## config.mk

```make
export PLATFORM = sky130hd
export DESIGN_NAME = lsrr_top
export DESIGN_NICKNAME = d
export VERILOG_FILES = /design/src/core/lsrr_pkg.sv /design/src/core/lsrr_sync.sv /design/src/core/lsrr_top.sv
export SDC_FILE = /design/constraint.sdc
export NUM_CORES = 1
export LEC_CHECK = 0
export ABC_AREA = 0
export BUFFER_PORTS_ARGS = -buffer_cell sky130_fd_sc_hd__buf_2
export CAP_MARGIN = 30
export CORE_UTILIZATION = 64
export CTS_CLUSTER_DIAMETER = 150
export DETAILED_ROUTE_END_ITERATION = 10
export PLACE_DENSITY = 0.86
export SYNTH_ARGS = -nofsm -noshare
export SYNTH_HDL_FRONTEND = slang
export SYNTH_SLANG_ARGS = --single-unit
```

## constraint.sdc

```tcl
create_clock -name CORE_CLK_I -period 7.5 [get_ports CORE_CLK_I]
set_input_delay 0.75 -clock CORE_CLK_I [delete_from_list [all_inputs] [get_ports CORE_CLK_I]]
set_output_delay 0.75 -clock CORE_CLK_I [all_outputs]
set_load 0.005 [all_outputs]
```

## src/core/lsrr_pkg.sv

```systemverilog
package lsrr_pkg;

    // Command codes of the registers held here
    localparam logic [7:0] CMD_LOW_LIMIT = 8'h02;
    localparam logic [7:0] CMD_PS_CTRL = 8'h03;
    localparam logic [7:0] CMD_LIGHT = 8'h04;
    localparam logic [7:0] CMD_BROAD = 8'h05;

    // Power-saving control word fields
    localparam int PS_EN_BIT = 0;
    localparam int PS_SEL_LSB = 1;
    localparam int PS_SEL_MSB = 2;

    // Interrupt status word: low-window flag position
    localparam int FLAG_BIT = 15;

    // Reset values
    localparam logic [15:0] LOW_LIMIT_RST = 16'h0000;
    localparam logic [1:0] PS_SEL_RST = 2'h0;
    localparam logic PS_EN_RST = 1'b0;
    localparam logic [15:0] RESULT_RST = 16'h0000;
    localparam logic [7:0] CMD_RST = 8'h00;

    // Serial port framing
    localparam logic RW_READ = 1'b1;

    // Spike suppression on the serial lines
    localparam int CLK_MHZ = 250;
    localparam int SPIKE_NS = 50;
    localparam int SPIKE_CYC = (SPIKE_NS * CLK_MHZ + 999) / 1000;
    localparam int SPIKE_W = 4;

    typedef enum logic [2:0] {
        ST_IDLE,
        ST_ADDR,
        ST_CMD,
        ST_WDATA,
        ST_RDATA,
        ST_ACK,
        ST_MACK
    } lsrr_state_t;

endpackage

```

## src/core/lsrr_sync.sv

```systemverilog
`timescale 1ns/1ns
module lsrr_sync #(
    parameter int W = 2
) (
    // Clock and reset
    input wire logic clk_i,
    input wire logic rst_i,
    // Lines
    input wire logic [W-1:0] async_i,
    output logic [W-1:0] sync_o
);

    logic [W-1:0] meta_q;
    logic [W-1:0] sync_q;

    // Idle level of an open-drain line is high
    always_ff @(posedge clk_i or posedge rst_i) begin
        if (rst_i) begin
            meta_q <= '1;
            sync_q <= '1;
        end else begin
            meta_q <= async_i;
            sync_q <= meta_q;
        end
    end

    assign sync_o = sync_q;

endmodule

```

## src/core/lsrr_top.sv

```systemverilog
`timescale 1ns/1ns
// Function
// Writable 16-bit low window limit at 02h
// Low limit upper byte 15:8, lower 7:0
// Bits 2:1 at 03h select mode 1 to 4
// Bit 0 at 03h enables power saving
// Host writes reserved bits 15:3 as zero
// Ambient light result readable at 04h
// Ambient result MSB 15:8, LSB 7:0
// Broadband result readable at 05h
// Broadband result upper 15:8, lower 7:0
// Crossing below low limit sets flag bit 15
// Every command code is a 16-bit register
// Results update together, reads never mix measurements
module lsrr_top #(
    parameter logic [6:0] SLAVE_ADDR = 7'h48
) (
    // Clock and reset
    input wire logic CORE_CLK_I,
    input wire logic RST_I,
    // Serial host port
    input wire logic SCL_I,
    input wire logic SDA_I,
    output logic SDA_O,
    output logic SDA_OE_O,
    // Measurement engine
    input wire logic MEAS_VALID_I,
    input wire logic [15:0] AMBIENT_LIGHT_RESULT_I,
    input wire logic [15:0] BROADBAND_RESULT_I,
    // Interrupt logic
    input wire logic INT_ENABLE_I,
    input wire logic FLAG_CLEAR_I,
    output logic [15:0] INT_STATUS_O,
    // Settings
    output logic [15:0] LOW_WINDOW_LIMIT_O,
    output logic [1:0] POWER_SAVING_SELECT_O,
    output logic POWER_SAVING_ENABLE_O
);

    // Line conditioning
    logic [1:0] line_sync;
    logic [1:0] line_flt_q;
    logic [1:0] line_dly_q;
    logic scl_s;
    logic sda_s;
    logic scl_rise;
    logic scl_fall;
    logic start_det;
    logic stop_det;

    // Protocol engine
    lsrr_pkg::lsrr_state_t state_q;
    lsrr_pkg::lsrr_state_t state_d;
    lsrr_pkg::lsrr_state_t after_q;
    lsrr_pkg::lsrr_state_t after_d;
    logic [7:0] sh_q;
    logic [7:0] sh_d;
    logic [7:0] tx_q;
    logic [7:0] tx_d;
    logic [2:0] cnt_q;
    logic [2:0] cnt_d;
    logic full_q;
    logic full_d;
    logic oe_q;
    logic oe_d;
    logic mack_q;
    logic mack_d;
    logic hi_sel_q;
    logic hi_sel_d;
    logic [7:0] cmd_q;
    logic [7:0] cmd_d;
    logic [7:0] lo_byte_q;
    logic [7:0] lo_byte_d;
    logic [15:0] shadow_q;
    logic [15:0] shadow_d;
    logic wr_stb;
    logic [15:0] wr_word;

    // Register file
    logic [15:0] low_limit_q;
    logic [1:0] power_saving_select_q;
    logic power_saving_enable_q;
    logic [15:0] light_q;
    logic [15:0] broad_q;
    logic below_window_flag_q;
    logic sda_o_q;

    // Decode
    logic addr_hit;
    logic wr_low;
    logic wr_ps;
    logic [15:0] rd_word;
    logic [7:0] next_byte;
    logic cross_below;
    logic flag_d;

    lsrr_sync #(
        .W(2)
    ) u_sync (
        .clk_i(CORE_CLK_I),
        .rst_i(RST_I),
        .async_i({SDA_I, SCL_I}),
        .sync_o(line_sync)
    );

    // A line level is taken only after it has held for the spike time
    genvar gi;
    generate
        for (gi = 0; gi < 2; gi++) begin : g_flt
            logic [lsrr_pkg::SPIKE_W-1:0] stable_q;
            always_ff @(posedge CORE_CLK_I or posedge RST_I) begin
                if (RST_I) begin
                    stable_q <= '0;
                    line_flt_q[gi] <= 1'b1;
                end else if (line_sync[gi] == line_flt_q[gi]) begin
                    stable_q <= '0;
                end else if (stable_q == lsrr_pkg::SPIKE_W'(lsrr_pkg::SPIKE_CYC - 1)) begin
                    stable_q <= '0;
                    line_flt_q[gi] <= line_sync[gi];
                end else begin
                    stable_q <= stable_q + 1'b1;
                end
            end
        end
    endgenerate

    always_ff @(posedge CORE_CLK_I or posedge RST_I) begin
        if (RST_I) begin
            line_dly_q <= 2'h3;
        end else begin
            line_dly_q <= line_flt_q;
        end
    end

    assign scl_s = line_flt_q[0];
    assign sda_s = line_flt_q[1];
    assign scl_rise = scl_s & ~line_dly_q[0];
    assign scl_fall = ~scl_s & line_dly_q[0];
    assign start_det = scl_s & line_dly_q[0] & ~sda_s & line_dly_q[1];
    assign stop_det = scl_s & line_dly_q[0] & sda_s & ~line_dly_q[1];

    assign addr_hit = (sh_q[7:1] == SLAVE_ADDR);
    assign wr_word = {sh_q, lo_byte_q};
    assign wr_low = wr_stb & (cmd_q == lsrr_pkg::CMD_LOW_LIMIT);
    assign wr_ps = wr_stb & (cmd_q == lsrr_pkg::CMD_PS_CTRL);

    // Write-only and unknown codes read back as zero
    assign rd_word = (cmd_q == lsrr_pkg::CMD_LIGHT) ? light_q :
                     (cmd_q == lsrr_pkg::CMD_BROAD) ? broad_q :
                     16'h0000;
    // Low byte goes first, then high byte, repeating
    assign next_byte = hi_sel_q ? shadow_q[7:0] : shadow_q[15:8];

    always_comb begin
        state_d = state_q;
        after_d = after_q;
        sh_d = sh_q;
        tx_d = tx_q;
        cnt_d = cnt_q;
        full_d = full_q;
        oe_d = oe_q;
        mack_d = mack_q;
        hi_sel_d = hi_sel_q;
        cmd_d = cmd_q;
        lo_byte_d = lo_byte_q;
        shadow_d = shadow_q;
        wr_stb = 1'b0;
        if (stop_det) begin
            state_d = lsrr_pkg::ST_IDLE;
            oe_d = 1'b0;
        end else if (start_det) begin
            state_d = lsrr_pkg::ST_ADDR;
            cnt_d = 3'h0;
            full_d = 1'b0;
            oe_d = 1'b0;
        end else if (scl_rise) begin
            case (state_q)
                lsrr_pkg::ST_ADDR, lsrr_pkg::ST_CMD, lsrr_pkg::ST_WDATA: begin
                    sh_d = {sh_q[6:0], sda_s};
                    cnt_d = cnt_q + 3'h1;
                    full_d = (cnt_q == 3'h7);
                end
                lsrr_pkg::ST_RDATA: begin
                    cnt_d = cnt_q + 3'h1;
                    full_d = (cnt_q == 3'h7);
                end
                lsrr_pkg::ST_MACK: begin
                    mack_d = ~sda_s;
                end
                default: begin
                end
            endcase
        end else if (scl_fall) begin
            case (state_q)
                lsrr_pkg::ST_ADDR: begin
                    if (full_q) begin
                        full_d = 1'b0;
                        if (addr_hit) begin
                            oe_d = 1'b1;
                            state_d = lsrr_pkg::ST_ACK;
                            hi_sel_d = 1'b0;
                            if (sh_q[0] == lsrr_pkg::RW_READ) begin
                                after_d = lsrr_pkg::ST_RDATA;
                                shadow_d = rd_word;
                            end else begin
                                after_d = lsrr_pkg::ST_CMD;
                            end
                        end else begin
                            state_d = lsrr_pkg::ST_IDLE;
                        end
                    end
                end
                lsrr_pkg::ST_CMD: begin
                    if (full_q) begin
                        full_d = 1'b0;
                        cmd_d = sh_q;
                        hi_sel_d = 1'b0;
                        oe_d = 1'b1;
                        state_d = lsrr_pkg::ST_ACK;
                        after_d = lsrr_pkg::ST_WDATA;
                    end
                end
                lsrr_pkg::ST_WDATA: begin
                    if (full_q) begin
                        full_d = 1'b0;
                        oe_d = 1'b1;
                        state_d = lsrr_pkg::ST_ACK;
                        after_d = lsrr_pkg::ST_WDATA;
                        hi_sel_d = ~hi_sel_q;
                        // Word commits whole on its high byte
                        if (hi_sel_q) begin
                            wr_stb = 1'b1;
                        end else begin
                            lo_byte_d = sh_q;
                        end
                    end
                end
                lsrr_pkg::ST_ACK: begin
                    state_d = after_q;
                    if (after_q == lsrr_pkg::ST_RDATA) begin
                        oe_d = ~shadow_q[7];
                        tx_d = {shadow_q[6:0], 1'b0};
                    end else begin
                        oe_d = 1'b0;
                    end
                end
                lsrr_pkg::ST_RDATA: begin
                    if (full_q) begin
                        full_d = 1'b0;
                        oe_d = 1'b0;
                        state_d = lsrr_pkg::ST_MACK;
                    end else begin
                        oe_d = ~tx_q[7];
                        tx_d = {tx_q[6:0], 1'b0};
                    end
                end
                lsrr_pkg::ST_MACK: begin
                    if (mack_q) begin
                        hi_sel_d = ~hi_sel_q;
                        oe_d = ~next_byte[7];
                        tx_d = {next_byte[6:0], 1'b0};
                        state_d = lsrr_pkg::ST_RDATA;
                    end else begin
                        state_d = lsrr_pkg::ST_IDLE;
                    end
                end
                default: begin
                end
            endcase
        end
    end

    always_ff @(posedge CORE_CLK_I or posedge RST_I) begin
        if (RST_I) begin
            state_q <= lsrr_pkg::ST_IDLE;
            after_q <= lsrr_pkg::ST_IDLE;
            sh_q <= 8'h00;
            tx_q <= 8'h00;
            cnt_q <= 3'h0;
            full_q <= 1'b0;
            oe_q <= 1'b0;
            mack_q <= 1'b0;
            hi_sel_q <= 1'b0;
            cmd_q <= lsrr_pkg::CMD_RST;
            lo_byte_q <= 8'h00;
            shadow_q <= lsrr_pkg::RESULT_RST;
        end else begin
            state_q <= state_d;
            after_q <= after_d;
            sh_q <= sh_d;
            tx_q <= tx_d;
            cnt_q <= cnt_d;
            full_q <= full_d;
            oe_q <= oe_d;
            mack_q <= mack_d;
            hi_sel_q <= hi_sel_d;
            cmd_q <= cmd_d;
            lo_byte_q <= lo_byte_d;
            shadow_q <= shadow_d;
        end
    end

    always_ff @(posedge CORE_CLK_I or posedge RST_I) begin
        if (RST_I) begin
            low_limit_q <= lsrr_pkg::LOW_LIMIT_RST;
        end else if (wr_low) begin
            low_limit_q <= wr_word;
        end
    end

    // Reserved bits 15:3 are not stored
    always_ff @(posedge CORE_CLK_I or posedge RST_I) begin
        if (RST_I) begin
            power_saving_select_q <= lsrr_pkg::PS_SEL_RST;
            power_saving_enable_q <= lsrr_pkg::PS_EN_RST;
        end else if (wr_ps) begin
            power_saving_select_q <= wr_word[lsrr_pkg::PS_SEL_MSB:lsrr_pkg::PS_SEL_LSB];
            power_saving_enable_q <= wr_word[lsrr_pkg::PS_EN_BIT];
        end
    end

    // Both results take the same measurement in one edge
    always_ff @(posedge CORE_CLK_I or posedge RST_I) begin
        if (RST_I) begin
            light_q <= lsrr_pkg::RESULT_RST;
            broad_q <= lsrr_pkg::RESULT_RST;
        end else if (MEAS_VALID_I) begin
            light_q <= AMBIENT_LIGHT_RESULT_I;
            broad_q <= BROADBAND_RESULT_I;
        end
    end

    // A new result below the limit after one at or above it
    assign cross_below = MEAS_VALID_I & INT_ENABLE_I & (light_q >= low_limit_q)
                         & (AMBIENT_LIGHT_RESULT_I < low_limit_q);
    // Set wins over a clear in the same cycle
    assign flag_d = cross_below | (below_window_flag_q & ~FLAG_CLEAR_I);

    always_ff @(posedge CORE_CLK_I or posedge RST_I) begin
        if (RST_I) begin
            below_window_flag_q <= 1'b0;
            sda_o_q <= 1'b0;
        end else begin
            below_window_flag_q <= flag_d;
            sda_o_q <= 1'b0;
        end
    end

    assign SDA_O = sda_o_q;
    assign SDA_OE_O = oe_q;
    assign INT_STATUS_O = 16'(below_window_flag_q) << lsrr_pkg::FLAG_BIT;
    assign LOW_WINDOW_LIMIT_O = low_limit_q;
    assign POWER_SAVING_SELECT_O = power_saving_select_q;
    assign POWER_SAVING_ENABLE_O = power_saving_enable_q;

endmodule

```

==> impl_results.rst, run 1 <==
.. list-table::
   :header-rows: 1

   * - Metric
     - Value
   * - HPWL after detailed placement
     - 10.3 mm
   * - Routed wire length
     - 15.3 mm
   * - Hold Violations, Final
     - 0
   * - Hold buffers post-CTS
     - 0
   * - Starting Density
     - 66.0%
   * - Number of routed nets with antenna violations
     - 0
   * - Sequential cell area
     - 3210 sq um
   * - Final setup vio count
     - 0
   * - Mapped Cells
     - 573
   * - Post-layout power
     - 1.66 mW
   * - Share of final-layout standard cells stronger than drive strength 1
     - 32.9%
   * - Total of flip-flops plus latches after synthesis
     - 128
   * - Leakage Power
     - 3.61 nW
   * - Largest family of logic cells by synthesized area
     - multiplexers
   * - Critical Path AT
     - 3.22 ns
   * - Post-place instance area
     - 7080 sq um
   * - Final Critical Period
     - 2.81 ns
   * - Final slew viol count
     - 0
   * - Sequential area share after synthesis
     - 47.1%
   * - Warnings from Yosys
     - 0
   * - Clk pin slew, worst setup/hold paths
     - 0.06 ns
   * - Pin count of the biggest net entering global routing
     - 73
   * - Worst reg2reg path depth
     - 7
   * - Worst setup skew after layout
     - 0.00895 ns
   * - GPL Wtd Cong
     - 0.895
   * - CTS Root Cell
     - sky130_fd_sc_hd__clkbuf_8
   * - Mapped Avg Cell Area
     - 11.9 sq um
   * - Worst Hold Endpoint
     - u_sync.meta_q[0]$_DFF_PP1_
   * - Largest vdd supply drop
     - 0.148 mV
   * - Commonest non-fill, non-tap cell in the layout
     - sky130_fd_sc_hd__dfrtp_1
   * - Status
     - finished, final reports clean
   * - Startpoint type of the worst setup path
     - register
   * - CTS tree
     - done
   * - Hold WC Path Type
     - in2reg
   * - Source of the worst register-to-register timing path
     - line_dly_q[0]$_DFF_PP1_
   * - Diode insertion count for antenna repair
     - 0
   * - Buffers inserted during post-CTS setup optimization
     - 0
   * - Share of synthesized cell area in full adder, half adder and majority cells
     - 7.53%
   * - Die W
     - 105 um
   * - Area of the multi-input gates
     - 3270 sq um
   * - Ys flop type
     - sky130_fd_sc_hd__dfrtp_1
   * - Unrepaired setup endpoints after global routing
     - no
   * - Setup slack of the worst register-to-register path
     - 4.69 ns
   * - CP endpoint kind
     - register
   * - Power density normalized to cell area
     - 217 nW/um^2
   * - EDFF count, synth
     - 0
   * - Peak fanout along the critical path
     - 16
   * - DRC errors left
     - 0
   * - Inserted Clock Buffers
     - 17
   * - H-tree Lvls
     - 4
   * - Post-synthesis mux area share
     - 20.3%
   * - Maximum operating frequency
     - 356 MHz
   * - Worst setup slack after layout
     - 4.69 ns
   * - Max Cap Violations
     - 0
   * - Fraction of registers with async set or reset after synthesis
     - 100%
   * - Vertical extent of the die
     - 105 um
   * - Area fraction in compound gates after synthesis
     - 8.43%
   * - Resized Gates After CTS
     - 0
   * - CP Class
     - reg2reg
   * - Grt total ovfl
     - 0
   * - Distinct cell type count after synthesis
     - 59
   * - Leading cell types by total area after synthesis
     - sky130_fd_sc_hd__dfrtp_1, sky130_fd_sc_hd__mux2_2, sky130_fd_sc_hd__ha_1
   * - Place WS
     - 4.82 ns
   * - Drt pass-1 iters
     - 5
   * - Worst reg2reg path endpoint
     - LOW_WINDOW_LIMIT_O[3]$_DFFE_PP0P_
   * - First-pass GRT wire length
     - 24.6 mm
   * - Clk_lat worst skew
     - 0.53 ns
   * - Global router's overall resource usage
     - 29.3%
   * - Floorplan Core Area
     - 10300 sq um
   * - Worst min-delay path startpoint
     - SCL_I
   * - Post-synthesis simple-gate area fraction
     - 9.84%
   * - Layout filler cell count
     - 630
   * - Cell depth of the worst hold path
     - 1
   * - Final nets
     - 708
   * - Die footprint
     - 11100 sq um
   * - Most used cells in the layout excluding fill and tap cells
     - sky130_fd_sc_hd__dfrtp_1, sky130_fd_sc_hd__mux2_2, sky130_fd_sc_hd__buf_2, sky130_fd_sc_hd__ha_1, sky130_fd_sc_hd__nor2_1
   * - Port bufs
     - 59
   * - Violation count after the first detailed-routing iteration
     - 306
   * - Synth Area in XOR/XNOR
     - 1.05%
   * - Count of pins on the block boundary
     - 76
   * - Total number of vias
     - 4757
   * - Post-Layout Inst Area
     - 7690 sq um
   * - Maximum clock path buffer count
     - 2
   * - Final sum of negative setup slack
     - 0 ns
   * - Worst Hold Slack
     - 0.314 ns
   * - Final clock period utilization by the worst path
     - 37.4%
   * - Library cell occupying the most area in the post-synthesis netlist
     - sky130_fd_sc_hd__dfrtp_1
   * - Utilization after layout
     - 74.5%
   * - Number of global-route vias before repair
     - 4899
   * - Slew at the pin closest to its max-slew limit
     - 1.00 ns
   * - Data required time at the worst endpoint
     - 7.91 ns
   * - Number of placement rows
     - 37
   * - Layout area overhead
     - 12.8%
   * - Routed vias/inst
     - 6.12
   * - Total standard cell area after synthesis
     - 6820 sq um
   * - Final Instance Count excl. Fillers
     - 777
   * - CTS Sinks
     - 128
   * - Placed cells
     - 744
   * - Worst slew margin relative to its limit
     - 33.0%
   * - Routed WL per cell
     - 19.8 um
   * - Fraction of post-synthesis cell area in the top cell type by area
     - 44.1%
   * - Antenna violations before repair
     - 0
==> worst max-delay path by stage <==
stage                            startpoint                                 to  slack [ns]  cells after the start
finish              line_dly_q[0]$_DFF_PP1_  LOW_WINDOW_LIMIT_O[3]$_DFFE_PP0P_        4.69                      7
CTS                 line_dly_q[0]$_DFF_PP1_  LOW_WINDOW_LIMIT_O[1]$_DFFE_PP0P_        4.70                      7
global route        line_dly_q[0]$_DFF_PP1_  LOW_WINDOW_LIMIT_O[7]$_DFFE_PP0P_        4.56                      7
detailed placement  line_dly_q[0]$_DFF_PP1_  LOW_WINDOW_LIMIT_O[7]$_DFFE_PP0P_        4.82                      7
floorplan                             RST_I  LOW_WINDOW_LIMIT_O[0]$_DFFE_PP0P_        3.35                      1
global placement    line_dly_q[0]$_DFF_PP1_  LOW_WINDOW_LIMIT_O[6]$_DFFE_PP0P_        4.91                      7
==> logic make-up (layout without fill, tap and decap cells) <==
group / after synthesis / in the layout
AO/OA/AOI/OAI: 89 / 89
XOR/XNOR: 6 / 6
adder cells (fa/ha/maj): 41 / 41
buffers and inverters: 72 / 125
flip-flops: 128 / 128
multiplexers: 122 / 122
other: 1 / 16
AND/OR/NAND/NOR: 114 / 114
==> flip-flops by register name, indices dropped and copies added (netlist names) <==
name	cells
tx_q	7
after_q	3
below_window_flag_q	1
line_dly_q	2
POWER_SAVING_ENABLE_O	1
sda_s	1
light_q	16
lo_byte_q	8
cmd_q	8
scl_s	1
POWER_SAVING_SELECT_O	2
u_sync.sync_o	2
broad_q	16
mack_q	1
full_q	1
g_flt.stable_q	8
u_sync.meta_q	2
SDA_OE_O	1
sh_q	8
state_q	3
hi_sel_q	1
cnt_q	3
LOW_WINDOW_LIMIT_O	16
shadow_q	16
==> power by group <==
part           internal, mW  switching (mW)  total, mW  leakage (nW)
Sequential            0.714          0.0185      0.732          1.68
Combinational        0.0458          0.0555      0.101          1.64
Clock                 0.517           0.314      0.831         0.286
Total                  1.28           0.388       1.66          3.61
==> routing by layer <==
| metal | vias up | share of wire [%] | track usage [%] |
|---|---|---|---|
| met5 | - | 0 | 0 |
| met3 | 42 | 5.5 | 5.74 |
| li1 | 2130 | - | - |
| met4 | 0 | 3.1 | 14.3 |
| met2 | 182 | 51 | 50.1 |
| met1 | 2403 | 40 | 35.5 |
==> synthesized netlist by cell type, drive strengths merged, types with 4 or more instances <==
library cell / number
a31oi: 4
o31ai: 7
nor2: 35
dfstp: 8
nand2b: 13
a21o: 5
a21oi: 28
clkbuf: 13
nand2: 16
xnor2: 4
nor3: 4
nand3: 9
mux2: 101
nand4: 5
nor3b: 5
a211oi: 6
buf: 27
o21ai: 18
nor2b: 7
mux2i: 21
inv: 32
o22ai: 7
ha: 41
dfrtp: 120
==> cell type report <==
class,count,share of cell area [%]
repair buffers,61,4.08
flip-flops and latches,128,41.8
well taps,136,2.21
clock inverters,12,2.07
clock buffers,20,5.66
inverters,32,1.59
multi-input cells,388,42.6
==> critical path, stage by stage, from the launching register on <==
cell	delay, ns
sky130_fd_sc_hd__dfstp_2	0.57
sky130_fd_sc_hd__inv_1	0.08
sky130_fd_sc_hd__ha_1	0.29
sky130_fd_sc_hd__and2b_1	0.29
sky130_fd_sc_hd__o21ai_2	0.10
sky130_fd_sc_hd__nor4_2	0.33
sky130_fd_sc_hd__nand2b_1	0.54
sky130_fd_sc_hd__mux2_4	0.49
No activity file was read; power rests on OpenSTA's default activity.
==> run 2: changes to the inputs <==
--- a/config.mk
+++ b/config.mk
@@ -8,10 +8,10 @@
 export ABC_AREA = 0
 export BUFFER_PORTS_ARGS = -buffer_cell sky130_fd_sc_hd__buf_2
 export CAP_MARGIN = 30
-export CORE_UTILIZATION = 64
+export CORE_UTILIZATION = 59
 export CTS_CLUSTER_DIAMETER = 150
 export DETAILED_ROUTE_END_ITERATION = 10
-export PLACE_DENSITY = 0.86
+export PLACE_DENSITY = 0.8
 export SYNTH_ARGS = -nofsm -noshare
 export SYNTH_HDL_FRONTEND = slang
 export SYNTH_SLANG_ARGS = --single-unit
==> constraint.sdc (replaced) <==
create_clock -name CORE_CLK_I -period 2.63 [get_ports CORE_CLK_I]
set_input_delay 0.263 -clock CORE_CLK_I [delete_from_list [all_inputs] [get_ports CORE_CLK_I]]
set_output_delay 0.263 -clock CORE_CLK_I [all_outputs]
set_load 0.005 [all_outputs]
==> run 2 against run 1 <==
Global-route usage down 2.6 points. Register-to-register slack lost 4.4 ns. Core utilization is 3.8 points lower. Worst hold slack got worse by 0.28 ns.
==> impl_results.rst, run 2 (same netlist as run 1, synthesis figures left out) <==
.. list-table::
   :header-rows: 1

   * - Metric
     - Value
   * - Final setup vio count
     - 0
   * - Pin count of the biggest net entering global routing
     - 129
   * - Routed wire length
     - 14.4 mm
   * - Final slew viol count
     - 0
   * - Floorplan Core Area
     - 11000 sq um
   * - Post-place instance area
     - 7150 sq um
   * - Global router's overall resource usage
     - 26.7%
   * - Resized Gates After CTS
     - 0
   * - Port bufs
     - 59
   * - CP Class
     - reg2reg
   * - Peak fanout along the critical path
     - 16
   * - Slew at the pin closest to its max-slew limit
     - 0.703 ns
   * - CTS Root Cell
     - sky130_fd_sc_hd__clkbuf_16
   * - Place WS
     - 0.280 ns
   * - Status
     - finished, final reports clean
   * - Final Critical Period
     - 2.37 ns
   * - GPL Wtd Cong
     - 0.844
   * - Critical Path AT
     - 2.67 ns
   * - Antenna violations before repair
     - 0
   * - First-pass GRT wire length
     - 23.7 mm
   * - Diode insertion count for antenna repair
     - 0
   * - Worst setup slack after layout
     - 0.265 ns
   * - CP endpoint kind
     - register
   * - Die footprint
     - 12000 sq um
   * - Layout area overhead
     - 14.3%
   * - Final sum of negative setup slack
     - 0 ns
   * - HPWL after detailed placement
     - 10.0 mm
   * - Data required time at the worst endpoint
     - 2.93 ns
   * - CTS tree
     - done
   * - Worst setup skew after layout
     - 0.00545 ns
   * - Most used cells in the layout excluding fill and tap cells
     - sky130_fd_sc_hd__dfrtp_1, sky130_fd_sc_hd__mux2_2, sky130_fd_sc_hd__buf_2, sky130_fd_sc_hd__ha_1, sky130_fd_sc_hd__nor2_1
   * - Worst slew margin relative to its limit
     - 52.9%
   * - Commonest non-fill, non-tap cell in the layout
     - sky130_fd_sc_hd__dfrtp_1
   * - Maximum clock path buffer count
     - 2
   * - Inserted Clock Buffers
     - 17
   * - Leakage Power
     - 3.66 nW
   * - Buffers inserted during post-CTS setup optimization
     - 0
   * - CTS Sinks
     - 128
   * - Utilization after layout
     - 70.7%
   * - Max Cap Violations
     - 0
   * - Count of pins on the block boundary
     - 76
   * - Maximum operating frequency
     - 423 MHz
   * - Drt pass-1 iters
     - 4
   * - Die W
     - 109 um
   * - Layout filler cell count
     - 782
   * - Clk_lat worst skew
     - 0.42 ns
   * - Violation count after the first detailed-routing iteration
     - 201
   * - Final nets
     - 715
   * - Grt total ovfl
     - 0
   * - Routed WL per cell
     - 18.3 um
   * - Post-Layout Inst Area
     - 7790 sq um
   * - Final clock period utilization by the worst path
     - 89.9%
   * - Post-layout power
     - 4.86 mW
   * - Hold WC Path Type
     - in2async
   * - Hold Violations, Final
     - 0
   * - Clk pin slew, worst setup/hold paths
     - 0.06 ns
   * - Unrepaired setup endpoints after global routing
     - no
   * - Largest vdd supply drop
     - 0.606 mV
   * - Startpoint type of the worst setup path
     - register
   * - DRC errors left
     - 0
   * - Total number of vias
     - 4636
   * - Number of placement rows
     - 38
   * - Starting Density
     - 61.8%
   * - Vertical extent of the die
     - 109 um
   * - Number of global-route vias before repair
     - 4794
   * - Routed vias/inst
     - 5.89
   * - Power density normalized to cell area
     - 623 nW/um^2
   * - H-tree Lvls
     - 4
   * - Share of final-layout standard cells stronger than drive strength 1
     - 33.4%
   * - Number of routed nets with antenna violations
     - 0
## run 2: changes by cell type in the layout (fill, tap and decap cells not counted), sizes merged
cell,delta
buf,+5
bufinv,+1
clkbuf,-1
clkinv,-1
clkinvlp,+1
dlygate4sd3,+2
inv,-1
## run 2: layout make-up
class | instances | area (sq um) | share of cell area, %
Multi-Input combinational cell | 388 | 3270 | 42.0
Timing Repair Buffer | 68 | 380 | 4.88
Sequential cell | 128 | 3210 | 41.2
Clock inverter | 12 | 184 | 2.36
Tap cell | 140 | 175 | 2.25
Clock buffer | 19 | 443 | 5.68
Inverter | 32 | 124 | 1.59
## run 2: metal layers
metal | GRT usage [%] | vias up | routed length, um | share of wire (%)
li1 | - | 2156 | - | -
met1 | 33.7 | 2329 | 6250 | 44
met2 | 44.3 | 127 | 7110 | 49
met3 | 7.35 | 24 | 768 | 5.3
met4 | 9.33 | 0 | 242 | 1.7
met5 | 0 | - | 0 | 0
## run 2: path summary, 6_finish.rpt
path | start | to | slack, ns | cells past startpoint
setup / recovery | line_dly_q[0]$_DFF_PP1_ | LOW_WINDOW_LIMIT_O[3]$_DFFE_PP0P_ | 0.26 | 8
hold / removal | RST_I | LOW_WINDOW_LIMIT_O[14]$_DFFE_PP0P_ | 0.04 | 3
setup reg to reg | line_dly_q[0]$_DFF_PP1_ | LOW_WINDOW_LIMIT_O[3]$_DFFE_PP0P_ | 0.26 | 8
hold reg to reg | u_sync.meta_q[1]$_DFF_PP1_ | u_sync.sync_o[1]$_DFF_PP1_ | 0.36 | 0
max in group asynchronous | RST_I | light_q[5]$_DFFE_PP0P_ | 2.10 | 3
min in group CORE_CLK_I | BROADBAND_RESULT_I[2] | broad_q[2]$_DFFE_PP0P_ | 0.07 | 2
## run 2: power breakdown
| group | switching (mW) | internal (mW) | total [mW] |
|---|---|---|---|
| clock | 0.878 | 1.61 | 2.49 |
| combinational | 0.150 | 0.134 | 0.284 |
| sequential | 0.0471 | 2.04 | 2.08 |
| total | 1.08 | 3.78 | 4.86 |
## run 2: worst max-delay path, cell delays in order, from the launching register on
cell and delay [ns]:
sky130_fd_sc_hd__dfstp_2 0.56, sky130_fd_sc_hd__inv_1 0.05, sky130_fd_sc_hd__ha_1 0.26, sky130_fd_sc_hd__and2b_1 0.27
sky130_fd_sc_hd__o21ai_2 0.09, sky130_fd_sc_hd__nor4_2 0.35, sky130_fd_sc_hd__nand2b_1 0.10, sky130_fd_sc_hd__buf_4 0.23
sky130_fd_sc_hd__mux2_4 0.33
## run 2: repair_timing
action,in CTS,in global routing
setup endpoints to repair,0,0
hold buffers,2,0
endpoints found under the hold margin,2,0
## run 2: through the flow
stage	std cells	hold slack [ns]
2_1_floorplan	588	0.267
3_3_place_gp	754	0.347
3_5_place_dp	754	0.347
4_1_cts	787	0.0596
5_1_grt	787	0.0679
6_report	787	0.0359
==> run 3: changes to the inputs <==
--- a/config.mk
+++ b/config.mk
@@ -8,6 +8,7 @@
 export ABC_AREA = 0
 export BUFFER_PORTS_ARGS = -buffer_cell sky130_fd_sc_hd__buf_2
 export CAP_MARGIN = 30
+export CORE_MARGIN = 3
 export CORE_UTILIZATION = 59
 export CTS_CLUSTER_DIAMETER = 150
 export DETAILED_ROUTE_END_ITERATION = 10
==> run 3 against run 2 <==
Fmax is 2.7% higher. Register-to-register slack improved by 0.06 ns. Worst hold slack gained 0.045 ns. Core utilization is 0.29 points lower. Design area about the same. Via count up 0.50%. Critical endpoint is now LOW_WINDOW_LIMIT_O[6]$_DFFE_PP0P_.
==> impl_results.rst, run 3 (same netlist as run 1, synthesis figures left out) <==
.. list-table::
   :header-rows: 1

   * - Metric
     - Value
   * - Peak fanout along the critical path
     - 16
   * - HPWL after detailed placement
     - 10.5 mm
   * - Final Critical Period
     - 2.30 ns
   * - Worst Hold Slack
     - 0.0806 ns
   * - Worst slew margin relative to its limit
     - 52.3%
   * - Routed WL per cell
     - 18.8 um
   * - Grt total ovfl
     - 0
   * - Final nets
     - 718
   * - Slew at the pin closest to its max-slew limit
     - 0.716 ns
   * - Layout area overhead
     - 14.4%
   * - Die footprint
     - 12900 sq um
   * - Routed wire length
     - 14.9 mm
   * - Maximum clock path buffer count
     - 2
   * - Inserted Clock Buffers
     - 17
   * - Vertical extent of the die
     - 113 um
   * - CP endpoint kind
     - register
   * - Starting Density
     - 61.5%
   * - Number of placement rows
     - 38
   * - CTS tree
     - done
   * - H-tree Lvls
     - 4
   * - Final sum of negative setup slack
     - 0 ns
   * - Status
     - finished, final reports clean
   * - CTS Root Cell
     - sky130_fd_sc_hd__clkbuf_16
   * - Clk pin slew, worst setup/hold paths
     - 0.06 ns
   * - Clk_lat worst skew
     - 0.42 ns
   * - Data required time at the worst endpoint
     - 2.93 ns
   * - Max Cap Violations
     - 0
   * - Layout filler cell count
     - 772
   * - DRC errors left
     - 0
   * - GPL Wtd Cong
     - 0.912
   * - Diode insertion count for antenna repair
     - 0
   * - Global router's overall resource usage
     - 24.7%
   * - Final slew viol count
     - 0
   * - Worst setup skew after layout
     - 0.0120 ns
   * - Die W
     - 113 um
   * - Final setup vio count
     - 0
   * - Antenna violations before repair
     - 0
   * - Final clock period utilization by the worst path
     - 87.6%
   * - Post-place instance area
     - 7160 sq um
   * - Maximum operating frequency
     - 434 MHz
   * - Violation count after the first detailed-routing iteration
     - 372
   * - Critical Path AT
     - 2.60 ns
   * - Most used cells in the layout excluding fill and tap cells
     - sky130_fd_sc_hd__dfrtp_1, sky130_fd_sc_hd__mux2_2, sky130_fd_sc_hd__buf_2, sky130_fd_sc_hd__ha_1, sky130_fd_sc_hd__nor2_1
   * - Total number of vias
     - 4659
   * - Routed vias/inst
     - 5.89
   * - Sequential cell area
     - 3210 sq um
   * - Count of pins on the block boundary
     - 76
   * - Floorplan Core Area
     - 11100 sq um
   * - Post-Layout Inst Area
     - 7790 sq um
   * - Pin count of the biggest net entering global routing
     - 66
   * - Hold Violations, Final
     - 0
   * - Leakage Power
     - 3.66 nW
   * - Unrepaired setup endpoints after global routing
     - no
   * - Setup slack of the worst register-to-register path
     - 0.33 ns
   * - Largest vdd supply drop
     - 0.605 mV
   * - Drt pass-1 iters
     - 4
   * - Power density normalized to cell area
     - 610 nW/um^2
   * - First-pass GRT wire length
     - 24.9 mm
   * - Area of the multi-input gates
     - 3270 sq um
   * - CTS Sinks
     - 128
   * - Startpoint type of the worst setup path
     - register
   * - Port bufs
     - 59
   * - Commonest non-fill, non-tap cell in the layout
     - sky130_fd_sc_hd__dfrtp_1
   * - CP Class
     - reg2reg
   * - Share of final-layout standard cells stronger than drive strength 1
     - 33.8%
   * - Hold WC Path Type
     - in2reg
   * - Number of routed nets with antenna violations
     - 0
   * - Number of global-route vias before repair
     - 4945
run 3: cell count changes in the layout (fill, tap and decap cells not counted), sizes merged:
cell	previous run	this run
buf	66	68
bufinv	4	2
clkinv	4	3
dlygate4sd3	2	3
inv	33	37
run 3: metrics by stage:
| step | cells | util [%] | total power, mW | worst slack (ns) |
|---|---|---|---|---|
| after floorplan | 588 | - | 2.31 | 0.422 |
| after global placement | 756 | 64.6 | 2.38 | 0.402 |
| after detailed placement | 756 | 64.6 | 2.40 | 0.351 |
| after CTS | 791 | 70.4 | 4.80 | 0.336 |
| after global routing | 791 | 70.4 | 4.93 | 0.189 |
| final | 791 | 70.4 | 4.76 | 0.327 |
run 3: layer usage:
layer	global-route usage, %	part of all wire, %	vias to the layer above
li1	-	-	2152
met1	32.5	43	2331
met2	39.9	50	146
met3	5.84	4.8	30
met4	9.78	2.0	0
met5	0	0	-
run 3: area by class of cell:
| class | instances | area share [%] |
|---|---|---|
| Clock buffer | 19 | 5.81 |
| Clock inverter | 13 | 1.93 |
| Inverter | 32 | 1.59 |
| Multi-Input combinational cell | 388 | 42.0 |
| Sequential cell | 128 | 41.2 |
| Tap cell | 140 | 2.25 |
| Timing Repair Buffer | 71 | 5.20 |
run 3: critical path, cell delays in order, from the launching register on:
cell and delay, ns:
sky130_fd_sc_hd__dfstp_2 0.56, sky130_fd_sc_hd__inv_1 0.05, sky130_fd_sc_hd__ha_1 0.26, sky130_fd_sc_hd__and2b_1 0.26, sky130_fd_sc_hd__o21ai_2 0.09, sky130_fd_sc_hd__nor4_2 0.33
sky130_fd_sc_hd__nand2b_1 0.10, sky130_fd_sc_hd__buf_4 0.22, sky130_fd_sc_hd__mux2_4 0.32
run 3: repair_timing:
item | CTS | global route
endpoints found under the hold margin | 13 | 0
resized for setup | 0 | 0
buffers inserted | 0 | 0
hold buffers | 3 | 0
run 3: final timing paths:
| kind | startpoint | to | cells past startpoint |
|---|---|---|---|
| max in group asynchronous | RST_I | broad_q[2]$_DFFE_PP0P_ | 4 |
| worst min register to register | u_sync.meta_q[1]$_DFF_PP1_ | u_sync.sync_o[1]$_DFF_PP1_ | 0 |
| worst max register to register | line_dly_q[0]$_DFF_PP1_ | LOW_WINDOW_LIMIT_O[6]$_DFFE_PP0P_ | 8 |
| worst min-delay path | BROADBAND_RESULT_I[4] | broad_q[4]$_DFFE_PP0P_ | 2 |
| worst max-delay path | line_dly_q[0]$_DFF_PP1_ | LOW_WINDOW_LIMIT_O[6]$_DFFE_PP0P_ | 8 |
| min in group asynchronous | RST_I | LOW_WINDOW_LIMIT_O[10]$_DFFE_PP0P_ | 3 |
run 3: where the power goes:
group          total [mW]  internal [mW]  switching, mW  leakage, nW
clock                2.38           1.46          0.915        0.292
sequential           2.08           2.03         0.0495         1.68
combinational       0.292          0.136          0.156         1.69
